===== src/rtl/fpes_cfg.svh =====
// Opcodes, field limits and timing constants of the program/erase sequencer
`ifndef FPES_CFG_SVH
`define FPES_CFG_SVH
`define FPES_OP_WRITE_EN         8'h06
`define FPES_OP_GLOBAL_UNLOCK    8'h98
`define FPES_OP_CHIP_ERASE_A     8'h60
`define FPES_OP_CHIP_ERASE_B     8'hC7
`define FPES_OP_PAGE_PROG        8'h02
`define FPES_OP_PAGE_PROG_WIDE   8'h12
`define FPES_OP_QDATA_PROG       8'h32
`define FPES_OP_QDATA_PROG_WIDE  8'h34
`define FPES_OP_QADDR_PROG       8'hC2
`define FPES_OP_QADDR_PROG_WIDE  8'h3E
`define FPES_OP_BLOCK_ERASE      8'hD8
`define FPES_OP_BLOCK_ERASE_WIDE 8'hDC
`define FPES_OP_SECURE_ERASE     8'h44
`define FPES_ADDR_BYTES_NARROW   3'h3
`define FPES_ADDR_BYTES_WIDE     3'h4
`define FPES_STEP_SINGLE         4'h1
`define FPES_STEP_QUAD           4'h4
`define FPES_BYTE_BITS           4'h8
`define FPES_PAGE_LAST           8'hFF
`define FPES_PAGE_BYTES          9'h100
`define FPES_BLOCK_SHIFT         16
`define FPES_AREA_FIRST          4'h1
`define FPES_AREA_LAST           4'h3
`define FPES_PIN_IDLE            6'h20
`define FPES_CLK_PERIOD_NS       8
`define FPES_PROGRAM_TIME_NS     400000
`define FPES_CHIP_ERASE_TIME_NS  2000000
`define FPES_BLOCK_ERASE_TIME_NS 200000
`define FPES_SECTOR_ERASE_TIME_NS 100000
`endif


===== src/rtl/fpes_pkg.sv =====
// Types shared by the program/erase sequencer
package fpes_pkg;
	typedef enum logic [2:0] {
		ST_IDLE = 3'b000,
		ST_CMD  = 3'b001,
		ST_ADDR = 3'b010,
		ST_DATA = 3'b011,
		ST_TAIL = 3'b100,
		ST_SKIP = 3'b101
	} fpes_rx_t;
	typedef enum logic [1:0] {
		ERS_CHIP   = 2'b00,
		ERS_BLOCK  = 2'b01,
		ERS_SECURE = 2'b10
	} fpes_erase_t;
endpackage


===== src/rtl/fpes_top.sv =====
// Program/erase command sequencer of a serial multi-I/O flash device
// What this block does
// RULE1 - Wide-address block erase and page program always take four address bytes.
// RULE2 - Wide-address quad-data and quad-address programs always take four address bytes.
// RULE3 - In wide address mode, ordinary erase and program take four address bytes.
// RULE4 - Chip erase (two opcodes) erases everything, only with write enable latch set.
// RULE5 - Chip erase ending off a byte boundary is rejected.
// RULE6 - Chip erase starts at select rise; busy flag high, then flag and latch clear.
// RULE7 - Chip erase refused when any block protect region is set.
// RULE8 - In individual protect mode, global unlock must precede every chip erase.
// RULE9 - Single-line page program clears bits, only with write enable latch set.
// RULE10 - Data past the page end wraps to the start of the same page.
// RULE11 - More than a page sent: only the last page of bytes is kept.
// RULE12 - Fewer bytes: programmed from start address, other locations untouched.
// RULE13 - Host sends opcode, address, at least one data byte under one select.
// RULE14 - Program ending off a data byte boundary is rejected.
// RULE15 - Program starts at select rise; busy until done, then flag and latch clear.
// RULE16 - Program into a protected page is ignored.
// RULE17 - Quad-data program: opcode and address on one line, data on four.
// RULE18 - Quad-address program: address and data on four lines, latch needed.
// RULE19 - Three secure areas; area in bits 15..12, other high bits zero.
// RULE20 - Secure area erase is opcode plus address, needs the latch set.
// RULE21 - Secure erase off byte boundary skipped; else timed cycle with busy flag.
// RULE22 - A set secure area lock bit blocks that area's erase forever.
// RULE23 - While busy, new program and erase frames are ignored.
`timescale 1ns/100ps
`default_nettype none
`include "fpes_cfg.svh"
module fpes_top
	import fpes_pkg::*;
#(
	parameter int          ADDR_W           = 26,
	parameter int          FIFO_DEPTH       = 2,
	parameter int unsigned PROG_CYC         = `FPES_PROGRAM_TIME_NS / `FPES_CLK_PERIOD_NS,
	parameter int unsigned CHIP_ERASE_CYC   = `FPES_CHIP_ERASE_TIME_NS / `FPES_CLK_PERIOD_NS,
	parameter int unsigned BLOCK_ERASE_CYC  = `FPES_BLOCK_ERASE_TIME_NS / `FPES_CLK_PERIOD_NS,
	parameter int unsigned SECURE_ERASE_CYC = `FPES_SECTOR_ERASE_TIME_NS / `FPES_CLK_PERIOD_NS
)(
	input  wire logic        CORE_CLK,
	input  wire logic        ARST_N,
	input  wire logic        CS_N,
	input  wire logic        SCLK,
	input  wire logic [3:0]  IO_IN,
	input  wire logic        FOUR_WIRE_COMMAND_MODE,
	input  wire logic        WIDE_ADDRESS_MODE,
	input  wire logic [4:0]  BLOCK_PROTECT_BITS,
	input  wire logic        INDIVIDUAL_PROTECT_SELECT,
	input  wire logic [2:0]  SECURE_AREA_LOCK_BITS,
	output logic             WRITE_IN_PROGRESS_FLAG,
	output logic             WRITE_ENABLE_LATCH,
	output logic             CMD_REJECT,
	output logic             ERASE_REQ,
	output logic [1:0]       ERASE_KIND,
	output logic [31:0]      ERASE_ADDR,
	output logic             ARRAY_WR_VALID,
	input  wire logic        ARRAY_WR_READY,
	output logic [31:0]      ARRAY_WR_ADDR,
	output logic [7:0]       ARRAY_WR_DATA
);
	localparam int PW = (FIFO_DEPTH > 1) ? $clog2(FIFO_DEPTH) : 1;
	localparam int CW = $clog2(FIFO_DEPTH + 1);

	function automatic logic is_prog(input logic [7:0] op);
		return op == `FPES_OP_PAGE_PROG || op == `FPES_OP_PAGE_PROG_WIDE || op == `FPES_OP_QDATA_PROG ||
			op == `FPES_OP_QDATA_PROG_WIDE || op == `FPES_OP_QADDR_PROG || op == `FPES_OP_QADDR_PROG_WIDE;
	endfunction
	function automatic logic is_wide(input logic [7:0] op);
		return op == `FPES_OP_PAGE_PROG_WIDE || op == `FPES_OP_QDATA_PROG_WIDE ||
			op == `FPES_OP_QADDR_PROG_WIDE || op == `FPES_OP_BLOCK_ERASE_WIDE;
	endfunction
	function automatic logic quad_addr(input logic [7:0] op);
		return op == `FPES_OP_QADDR_PROG || op == `FPES_OP_QADDR_PROG_WIDE;
	endfunction
	function automatic logic quad_data(input logic [7:0] op);
		return quad_addr(op) || op == `FPES_OP_QDATA_PROG || op == `FPES_OP_QDATA_PROG_WIDE;
	endfunction
	function automatic logic is_block_erase(input logic [7:0] op);
		return op == `FPES_OP_BLOCK_ERASE || op == `FPES_OP_BLOCK_ERASE_WIDE;
	endfunction
	// Protected region is 2^(n-1) 64K blocks at the top, or bottom when bit 4 is set
	function automatic logic addr_protected(input logic [31:0] a, input logic [4:0] bp);
		int unsigned blk;
		int unsigned nblk;
		int unsigned size;
		blk  = int'(a[ADDR_W-1:`FPES_BLOCK_SHIFT]);
		nblk = 1 << (ADDR_W - `FPES_BLOCK_SHIFT);
		size = (bp[3:0] == 4'h0) ? 0 : (1 << (bp[3:0] - 4'h1));
		if (size >= nblk)
			return 1'b1;
		return bp[4] ? (blk < size) : (blk >= nblk - size);
	endfunction
	function automatic logic [PW-1:0] ptr_next(input logic [PW-1:0] p);
		return (int'(p) == FIFO_DEPTH - 1) ? '0 : PW'(p + 1'b1);
	endfunction

	logic [1:0] rst_sync_r;
	logic       rst_n;
	always_ff @(posedge CORE_CLK or negedge ARST_N)
	begin
		if (!ARST_N)
			rst_sync_r <= 2'b00;
		else
			rst_sync_r <= {rst_sync_r[0], 1'b1};
	end
	assign rst_n = rst_sync_r[1];

	// Pins are asynchronous to the core clock; 80 ns link period gives ten samples
	logic [5:0] pin_m_r;
	logic [5:0] pin_s_r;
	logic       cs_d_r;
	logic       sck_d_r;
	always_ff @(posedge CORE_CLK or negedge rst_n)
	begin
		if (!rst_n)
		begin
			pin_m_r <= `FPES_PIN_IDLE;
			pin_s_r <= `FPES_PIN_IDLE;
			cs_d_r  <= 1'b1;
			sck_d_r <= 1'b0;
		end
		else
		begin
			pin_m_r <= {CS_N, SCLK, IO_IN};
			pin_s_r <= pin_m_r;
			cs_d_r  <= pin_s_r[5];
			sck_d_r <= pin_s_r[4];
		end
	end

	logic       cs_fall;
	logic       cs_rise;
	logic       sck_rise;
	logic [3:0] io_s;
	assign io_s     = pin_s_r[3:0];
	assign cs_fall  = cs_d_r & ~pin_s_r[5];
	assign cs_rise  = ~cs_d_r & pin_s_r[5];
	assign sck_rise = pin_s_r[4] & ~sck_d_r & ~pin_s_r[5];

	fpes_rx_t    state_r;
	logic [7:0]  op_r;
	logic [7:0]  sh_r;
	logic [3:0]  bit_r;
	logic [2:0]  abytes_r;
	logic [31:0] addr_r;
	logic [7:0]  ptr_r;
	logic        got_data_r;
	logic        wip_r;
	logic        wel_r;
	logic        unlock_r;
	logic [7:0]  page_mem [0:255];
	logic [255:0] page_vld_r;

	logic        quad;
	logic [7:0]  sh_nxt;
	logic [3:0]  bit_nxt;
	logic        byte_done;
	assign quad      = FOUR_WIRE_COMMAND_MODE || (state_r == ST_ADDR && quad_addr(op_r)) ||
		(state_r == ST_DATA && quad_data(op_r)); // RULE17 RULE18
	assign sh_nxt    = quad ? {sh_r[3:0], io_s} : {sh_r[6:0], io_s[0]};
	assign bit_nxt   = bit_r + (quad ? `FPES_STEP_QUAD : `FPES_STEP_SINGLE);
	assign byte_done = sck_rise && bit_nxt == `FPES_BYTE_BITS;

	always_ff @(posedge CORE_CLK or negedge rst_n)
	begin
		if (!rst_n)
		begin
			state_r    <= ST_IDLE;
			op_r       <= 8'h00;
			sh_r       <= 8'h00;
			bit_r      <= 4'h0;
			abytes_r   <= 3'h0;
			addr_r     <= 32'h0;
			ptr_r      <= 8'h00;
			got_data_r <= 1'b0;
		end
		else if (cs_fall)
		begin
			state_r    <= wip_r ? ST_SKIP : ST_CMD; // RULE23
			bit_r      <= 4'h0;
			addr_r     <= 32'h0;
			got_data_r <= 1'b0;
		end
		else if (cs_rise)
			state_r <= ST_IDLE;
		else if (sck_rise && state_r != ST_IDLE && state_r != ST_SKIP)
		begin
			sh_r  <= sh_nxt;
			bit_r <= byte_done ? 4'h0 : bit_nxt;
			if (state_r == ST_TAIL)
				state_r <= ST_SKIP; // RULE5 RULE21
			else if (byte_done)
			begin
				unique case (state_r)
					ST_CMD:
					begin
						op_r <= sh_nxt;
						abytes_r <= (is_wide(sh_nxt) || WIDE_ADDRESS_MODE) ?
							`FPES_ADDR_BYTES_WIDE : `FPES_ADDR_BYTES_NARROW; // RULE1 RULE2 RULE3 RULE20
						if (is_prog(sh_nxt) || is_block_erase(sh_nxt) || sh_nxt == `FPES_OP_SECURE_ERASE)
							state_r <= ST_ADDR;
						else if (sh_nxt == `FPES_OP_WRITE_EN || sh_nxt == `FPES_OP_GLOBAL_UNLOCK ||
							sh_nxt == `FPES_OP_CHIP_ERASE_A || sh_nxt == `FPES_OP_CHIP_ERASE_B)
							state_r <= ST_TAIL;
						else
							state_r <= ST_SKIP;
					end
					ST_ADDR:
					begin
						addr_r   <= {addr_r[23:0], sh_nxt};
						abytes_r <= abytes_r - 3'h1;
						ptr_r    <= sh_nxt; // RULE12
						if (abytes_r == 3'h1)
							state_r <= is_prog(op_r) ? ST_DATA : ST_TAIL; // RULE13
					end
					ST_DATA:
					begin
						ptr_r      <= ptr_r + 8'h01; // RULE10
						got_data_r <= 1'b1;
					end
					default:
						state_r <= ST_SKIP;
				endcase
			end
		end
	end

	// Later bytes simply overwrite earlier ones, so only the last page survives
	always_ff @(posedge CORE_CLK)
	begin
		if (byte_done && state_r == ST_DATA && !cs_rise && !cs_fall)
			page_mem[ptr_r] <= sh_nxt; // RULE11
	end
	always_ff @(posedge CORE_CLK or negedge rst_n)
	begin
		if (!rst_n)
			page_vld_r <= '0;
		else if (byte_done && state_r == ST_ADDR && abytes_r == 3'h1 && !cs_rise && !cs_fall)
			page_vld_r <= '0;
		else if (byte_done && state_r == ST_DATA && !cs_rise && !cs_fall)
			page_vld_r[ptr_r] <= 1'b1; // RULE11 RULE12
	end

	logic ok_tail;
	logic is_chip;
	logic do_write_enable_command;
	logic do_unlock;
	logic ce_ok;
	logic be_ok;
	logic sa_ok;
	logic pg_ok;
	logic accept;
	logic [3:0] area;
	logic sa_addr_ok;
	assign area       = addr_r[15:12];
	assign sa_addr_ok = addr_r[31:16] == 16'h0 && addr_r[11:10] == 2'b00 &&
		area >= `FPES_AREA_FIRST && area <= `FPES_AREA_LAST; // RULE19
	assign ok_tail    = cs_rise && !wip_r && state_r == ST_TAIL && bit_r == 4'h0; // RULE5
	assign is_chip    = op_r == `FPES_OP_CHIP_ERASE_A || op_r == `FPES_OP_CHIP_ERASE_B;
	assign do_write_enable_command    = ok_tail && op_r == `FPES_OP_WRITE_EN;
	assign do_unlock  = ok_tail && op_r == `FPES_OP_GLOBAL_UNLOCK;
	assign ce_ok      = ok_tail && is_chip && wel_r && BLOCK_PROTECT_BITS[3:0] == 4'h0 &&
		(!INDIVIDUAL_PROTECT_SELECT || unlock_r); // RULE4 RULE7 RULE8
	assign be_ok      = ok_tail && is_block_erase(op_r) && wel_r && !addr_protected(addr_r, BLOCK_PROTECT_BITS);
	assign sa_ok      = ok_tail && op_r == `FPES_OP_SECURE_ERASE && wel_r && sa_addr_ok &&
		!SECURE_AREA_LOCK_BITS[area[1:0] - 2'b01]; // RULE20 RULE22
	assign pg_ok      = cs_rise && !wip_r && state_r == ST_DATA && bit_r == 4'h0 && got_data_r &&
		wel_r && !addr_protected(addr_r, BLOCK_PROTECT_BITS); // RULE9 RULE14 RULE16 RULE18
	assign accept     = ce_ok || be_ok || sa_ok || pg_ok;

	logic [31:0] timer_r;
	logic        prog_job_r;
	logic [8:0]  drain_r;
	logic [CW-1:0] fifo_cnt_r;
	logic        busy_done;
	assign busy_done = wip_r && timer_r == 32'h0 && (!prog_job_r || drain_r == `FPES_PAGE_BYTES) &&
		fifo_cnt_r == '0;

	always_ff @(posedge CORE_CLK or negedge rst_n)
	begin
		if (!rst_n)
		begin
			wip_r      <= 1'b0;
			wel_r      <= 1'b0;
			timer_r    <= 32'h0;
			prog_job_r <= 1'b0;
			CMD_REJECT <= 1'b0;
		end
		else
		begin
			CMD_REJECT <= cs_rise && !wip_r && state_r != ST_IDLE && !accept && !do_write_enable_command && !do_unlock;
			if (accept)
			begin
				wip_r      <= 1'b1; // RULE6 RULE15 RULE21
				prog_job_r <= pg_ok;
				timer_r    <= pg_ok ? PROG_CYC - 1 : ce_ok ? CHIP_ERASE_CYC - 1 :
					be_ok ? BLOCK_ERASE_CYC - 1 : SECURE_ERASE_CYC - 1;
			end
			else if (busy_done)
			begin
				wip_r <= 1'b0; // RULE6 RULE15
				wel_r <= 1'b0;
			end
			else if (timer_r != 32'h0)
				timer_r <= timer_r - 32'h1;
			if (do_write_enable_command)
				wel_r <= 1'b1;
		end
	end

	always_ff @(posedge CORE_CLK or negedge rst_n)
	begin
		if (!rst_n)
			unlock_r <= 1'b0;
		else if (do_unlock)
			unlock_r <= 1'b1; // RULE8
		else if (ce_ok)
			unlock_r <= 1'b0;
	end

	always_ff @(posedge CORE_CLK or negedge rst_n)
	begin
		if (!rst_n)
		begin
			ERASE_REQ  <= 1'b0;
			ERASE_KIND <= ERS_CHIP;
			ERASE_ADDR <= 32'h0;
		end
		else
		begin
			ERASE_REQ <= ce_ok || be_ok || sa_ok;
			if (ce_ok || be_ok || sa_ok)
			begin
				ERASE_KIND <= ce_ok ? ERS_CHIP : be_ok ? ERS_BLOCK : ERS_SECURE;
				ERASE_ADDR <= ce_ok ? 32'h0 : addr_r; // RULE4
			end
		end
	end

	// Drain walks the whole page, pushing only loaded bytes; a stalled array stalls it
	logic [39:0]   fifo_mem [0:FIFO_DEPTH-1];
	logic [PW-1:0] wr_ptr_r;
	logic [PW-1:0] rd_ptr_r;
	logic          in_ready;
	logic          in_valid;
	logic          pop;
	logic          push;
	logic [31:0]   base_addr;
	assign base_addr = {addr_r[31:8], 8'h00};
	assign in_ready  = int'(fifo_cnt_r) < FIFO_DEPTH;
	assign in_valid  = prog_job_r && wip_r && !drain_r[8] && page_vld_r[drain_r[7:0]];
	assign push      = in_valid && in_ready;
	assign pop       = ARRAY_WR_VALID && ARRAY_WR_READY;

	always_ff @(posedge CORE_CLK or negedge rst_n)
	begin
		if (!rst_n)
			drain_r <= 9'h0;
		else if (pg_ok)
			drain_r <= 9'h0;
		else if (prog_job_r && wip_r && !drain_r[8] && (push || !page_vld_r[drain_r[7:0]]))
			drain_r <= drain_r + 9'h1;
	end

	always_ff @(posedge CORE_CLK)
	begin
		if (push)
			fifo_mem[wr_ptr_r] <= {base_addr | {24'h0, drain_r[7:0]}, page_mem[drain_r[7:0]]};
	end
	always_ff @(posedge CORE_CLK or negedge rst_n)
	begin
		if (!rst_n)
		begin
			wr_ptr_r   <= '0;
			rd_ptr_r   <= '0;
			fifo_cnt_r <= '0;
		end
		else
		begin
			if (push)
				wr_ptr_r <= ptr_next(wr_ptr_r);
			if (pop)
				rd_ptr_r <= ptr_next(rd_ptr_r);
			fifo_cnt_r <= fifo_cnt_r + CW'(push) - CW'(pop);
		end
	end
	assign ARRAY_WR_VALID = fifo_cnt_r != '0;
	assign ARRAY_WR_ADDR  = fifo_mem[rd_ptr_r][39:8];
	assign ARRAY_WR_DATA  = fifo_mem[rd_ptr_r][7:0];
	assign WRITE_IN_PROGRESS_FLAG = wip_r;
	assign WRITE_ENABLE_LATCH     = wel_r;

	AST_START_NEEDS_LATCH: assert property (@(posedge CORE_CLK) disable iff (!rst_n) // RULE4
		$rose(wip_r) |-> $past(wel_r))
		else $error("busy started without write enable latch");
	AST_DONE_CLEARS_LATCH: assert property (@(posedge CORE_CLK) disable iff (!rst_n) // RULE6
		$fell(wip_r) |-> !wel_r)
		else $error("latch still set after cycle end");
	AST_PROTECTED_CHIP: assert property (@(posedge CORE_CLK) disable iff (!rst_n) // RULE7
		(ok_tail && is_chip && BLOCK_PROTECT_BITS[3:0] != 4'h0) |=> !wip_r && !ERASE_REQ)
		else $error("chip erase ran while protected");
	AST_OFF_BOUNDARY: assert property (@(posedge CORE_CLK) disable iff (!rst_n) // RULE14
		(cs_rise && !wip_r && bit_r != 4'h0) |=> !wip_r)
		else $error("frame ended mid-byte was executed");
	AST_BUSY_FRAME_SKIP: assert property (@(posedge CORE_CLK) disable iff (!rst_n) // RULE23
		(cs_fall && wip_r) |=> state_r == ST_SKIP)
		else $error("frame decoded while busy");
	AST_PAGE_WRAP: assert property (@(posedge CORE_CLK) disable iff (!rst_n) // RULE10
		(byte_done && state_r == ST_DATA && ptr_r == `FPES_PAGE_LAST && !cs_rise && !cs_fall) |=> ptr_r == 8'h00)
		else $error("page pointer did not wrap");
	AST_ERASE_PULSE: assert property (@(posedge CORE_CLK) disable iff (!rst_n) // RULE21
		(ce_ok || be_ok || sa_ok) |=> ERASE_REQ && wip_r ##1 !ERASE_REQ)
		else $error("erase request not a single pulse");
	AST_LOCKED_AREA: assert property (@(posedge CORE_CLK) disable iff (!rst_n) // RULE22
		(ok_tail && op_r == `FPES_OP_SECURE_ERASE && sa_addr_ok && SECURE_AREA_LOCK_BITS[area[1:0] - 2'b01]) |=>
		!ERASE_REQ && !wip_r)
		else $error("locked secure area erased");
	AST_WIDE_ADDR: assert property (@(posedge CORE_CLK) disable iff (!rst_n) // RULE1
		(byte_done && state_r == ST_CMD && is_wide(sh_nxt) && !cs_rise && !cs_fall) |=>
		abytes_r == `FPES_ADDR_BYTES_WIDE)
		else $error("wide opcode did not take four address bytes");
endmodule
`default_nettype wire


===== config.mk =====
export PLATFORM = sky130hd
export DESIGN_NAME = fpes_top
export DESIGN_NICKNAME = d
export VERILOG_FILES = /design/src/rtl/fpes_pkg.sv /design/src/rtl/fpes_top.sv
export VERILOG_INCLUDE_DIRS = /design/src /design/src/rtl
export SDC_FILE = /design/constraint.sdc
export NUM_CORES = 2
export LEC_CHECK = 0
export ABC_AREA = 0
export BUFFER_PORTS_ARGS = -buffer_cell sky130_fd_sc_hd__buf_2
export CORE_MARGIN = 5
export CORE_UTILIZATION = 44
export CTS_CLUSTER_SIZE = 24
export DETAILED_ROUTE_END_ITERATION = 10
export GPL_TIMING_DRIVEN = 0
export MAX_ROUTING_LAYER = met4
export PLACE_DENSITY = 0.62
export SETUP_SLACK_MARGIN = 0.05
export SLEW_MARGIN = 20
export SYNTH_ARGS = -nofsm -noshare
export SYNTH_HDL_FRONTEND = slang
export SYNTH_SLANG_ARGS = --single-unit

===== constraint.sdc =====
create_clock -name CORE_CLK -period 21.9 [get_ports CORE_CLK]
set_input_delay 1.095 -clock CORE_CLK [delete_from_list [all_inputs] [get_ports CORE_CLK]]
set_output_delay 1.095 -clock CORE_CLK [all_outputs]
set_load 0.03 [all_outputs]

==> impl_metrics.csv <==
group,metric,value,unit
layout,syn_to_final_growth,15.4,%
logic_synthesis,yosys_warnings,0,
pwr,power.internal,8.46,mW
logic_synthesis,synth.avg_cell_area,19.6,µm²
die,die_area,240000,µm²
logic_synthesis,synthAdderAreaFrac,0.00493,
placed_design,dp_hpwl,241000,µm
logic_synthesis,synthDistinctLibCells,69,
flow_run,maxCapViolCount,0,
placed_design,globalplace.congestion,0.976,
worst_setup_path,crit_top_cell,"clkbuf_1",
grt,grt_max_degree,141,
pwr,p_sw_frac,0.229,
route,antenna_left,0,
sta,layout_min_cycle_time,7540,ps
sta,fin_skew,63.9,ps
die,ioPinCount,99,
worst_setup_path,cp_cell_sequence,"clkbuf_1 > nor4b_1 > a32oi_1 > o31ai_2 > clkbuf_1 > buf_1 > ha_1 > a31oi_1 > xor2_1 > or4_1 > or3_1 > nor3_1 > nand3_1 > clkbuf_1 > nor2_1",
cts,worstSkewPairLatency,940,ps
cts,cts-resized-gates,0,
die,fp.dieW,490,µm
logic_synthesis,synth_edf_count,2128,
logic_synthesis,synth.most_common_cell,"edfxtp_1",
sta,whs,291,ps
cts,cts-root-buf,"clkbuf_16",
worst_setup_path,end_kind,"register",
logic_synthesis,synth_area,101000,µm²
layout,fin_nets,5709,
logic_synthesis,synthXorXnorAreaFrac,0.00389,
route,drc,0,
logic_synthesis,synth_compound_area_frac,0.0259,
worst_setup_path,arrival,8090,ps
worst_setup_path,crit_path_start_kind,"register",
logic_synthesis,synthTopCellsByArea,"edfxtp_1 63%, mux4_2 16%, dfrtp_1 10%",
route,avgViaCountPerCell,6.47,
pwr,clkPwrFrac,0.413,
logic_synthesis,ys_seq_elements,2551,
sta,fmax,133,MHz
pwr,cellLeakagePower,40.3,nW
worst_hold_path,min_path_type,"in2reg",
grt,grt_pass1_wl,477000,µm
cts,clockBufferDepth,4,
sta,hold_violations,0,
grt,grt_antenna_before_repair,40,
route,firstDrtPassIters,8,
run_status,outcome,"finished clean",
cts,cts_inserted_buffers,278,
worst_setup_path,max_stage_delay,970,ps
sta,relSlewSlack,0.168,
grt,grt_use_total,0.299,
grt,grt_pass1_vias,55388,
sta,slew_violations,0,
worst_setup_path,required,22450,ps
die,core-area,230000,µm²
logic_synthesis,yosys-top-cells-count,"2128 x edfxtp_1, 722 x mux4_2, 614 x nor2_1",
cts,cts.htree.levels,5,
cts,cts.sinks,2551,
cts,cts_tree,"built",
logic_synthesis,yosys.area.top_type,"edfxtp_1",
worst_setup_path,cpMaxStageDelayCell,"nor3_1",
logic_synthesis,synthMuxAreaShare,0.174,
die,fp.dieH,490,µm
die,initial_core_util,0.442,
pwr,power.total,11.0,mW
sta,fin_crit_sh,0.344,
placed_design,place_area,108000,µm²
layout,drive_above_1_share,0.287,
pwr,pwr-share-comb,0.069,
logic_synthesis,synth_cells,5183,
pwr,p_per_area,93.8,nW/µm²
route,wl_per_cell,39.6,µm
sta,rsz0062_at_grt,"false",
logic_synthesis,synth_top_area_frac,0.630,
logic_synthesis,synth_top_family_by_area,"multiplexers",
route,drt_iter0_drc,8918,
logic_synthesis,async_flop_share,0.166,
logic_synthesis,synthSimpleGateAreaFrac,0.0427,
layout,design_area,117000,µm²
worst_setup_path,criticalPathCategory,"reg2reg",
route,via_count,57612,
sta,max_slew.worst_pin.slew,1250,ps
worst_setup_path,cp_num_buf_inv,4,
layout,final_core_util,0.509,
cts,path_clk_slew,60,ps
die,fp-row-count,176,
pwr,peakVddDrop,0.0000636,V
logic_synthesis,synth-seq-area-share,0.734,
logic_synthesis,ys.flop_type,"edfxtp_1",
pwr,p_sw,2.52,mW
worst_setup_path,critPathMaxFanout,10,
route,totalWireLength,353000,µm
grt,overflow,0,
worst_setup_path,crit_family,"simple AND/OR/NAND/NOR gates",
sta,finalSetupViolations,0,
pwr,power_frac_seq,0.518,
placed_design,io_buffers,98,
-- kinds of logic (layout without fill, tap and decap cells) --
logic type	after synthesis	count (layout)
other	1	34
DFF	2551	2551
adders and majority gates	40	40
muxes	846	846
buffers and inverters	338	998
and+or+nand+nor	991	991
AOI/OAI and AO/OA	371	371
xor gates and xnor gates	45	45
-- power by group through the flow --
stage / logic [mW] / clock network, mW / registers (mW)
after floorplan: 0.343 / 0 / 5.93
after CTS: 0.750 / 4.55 / 5.69
after global placement: 0.572 / 0 / 6.09
after global routing: 0.808 / 4.76 / 5.69
after detailed placement: 0.752 / 0 / 5.79
final: 0.758 / 4.53 / 5.69
-- state kept, by name, summed over array words and instances (netlist names), 7 cells and up --
signal and flops:
addr_r 32, timer_r 32, fifo_mem 80, ptr_r 8, ERASE_ADDR 32, page_vld_r 256
page_mem 2048, op_r 8, sh_r 7, drain_r 9
-- metal layers --
layer  wire length, µm  global-route usage  part of all wire
met3             48300               0.114              0.14
met4             22100               0.155             0.063
met2            153000               0.416              0.43
met5                 0                   -                 0
met1            129000               0.385              0.37
-- worst reg2reg max path, stage by stage, from the launching register on --
cell and delay, ps:
dfrtp_1 350, clkbuf_1 220, nor4b_1 350, a32oi_1 130, o31ai_2 610, clkbuf_1 440, buf_1 420, ha_1 340
a31oi_1 180, xor2_1 110, or4_1 510, or3_1 480, nor3_1 980, nand3_1 700, clkbuf_1 450, nor2_1 900
-- layout make-up --
class	count	area [µm²]
antenna	32	80.1
buffer	301	1430
clock buffer	382	7680
clock inverter	93	880
fill	18172	113000
inverter	37	169
multi-input combinational	2295	25800
sequential	2551	74500
tap	3026	3790
timing repair buffer	185	2700
-- layout by cell type (no fill, tap or decap), types with 32 or more instances in the layout --
cell | synthesis | layout
nand3_1 | 38 | 38
clkbuf_2 | 0 | 42
nand2_1 | 132 | 130
edfxtp_1 | 2128 | 2128
mux2i_1 | 39 | 36
mux4_2 | 722 | 722
o21ai_0 | 42 | 41
mux2_2 | 85 | 85
dfrtp_1 | 420 | 418
o21a_1 | 139 | 139
a21oi_1 | 51 | 51
nor2_2 | 0 | 97
clkinv_2 | 0 | 32
diode_2 | 0 | 32
clkbuf_16 | 0 | 285
ha_1 | 40 | 40
clkinv_1 | 2 | 33
nor2_1 | 614 | 515
nor2b_1 | 58 | 58
buf_16 | 0 | 69
buf_2 | 94 | 223
clkbuf_1 | 152 | 187
nor3_1 | 35 | 34
-- path summary, 6_finish.rpt --
check                              endpoint           from  cells past startpoint  slack (ps)
setup / recovery           page_mem[205][3]        op_r[2]                     15       14360
hold / removal                   pin_m_r[5]           CS_N                      1         290
setup reg to reg           page_mem[205][3]        op_r[2]                     15       14360
hold reg to reg                  pin_s_r[4]     pin_m_r[4]                      0         340
max in group asynchronous        addr_r[18]  rst_sync_r[1]                      6       19150
min in group asynchronous   page_vld_r[152]  rst_sync_r[1]                      0         370
-- per-stage QoR --
step                      setup WS [ps]  std cells  setup TNS (ps)
after global placement            -4420       8308        -1121270
after global routing              14340       8900               0
final                             14360       8902               0
after CTS                         14230       8870               0
after floorplan                    7910       5184               0
after detailed placement          14230       8394               0
-- what timing repair did --
item,in CTS,in global routing
buffers inserted,0,0
hold buffers,1,0
setup endpoints to repair,0,0
endpoints found under the hold margin,2,0
(Power assumes the default switching activity.)
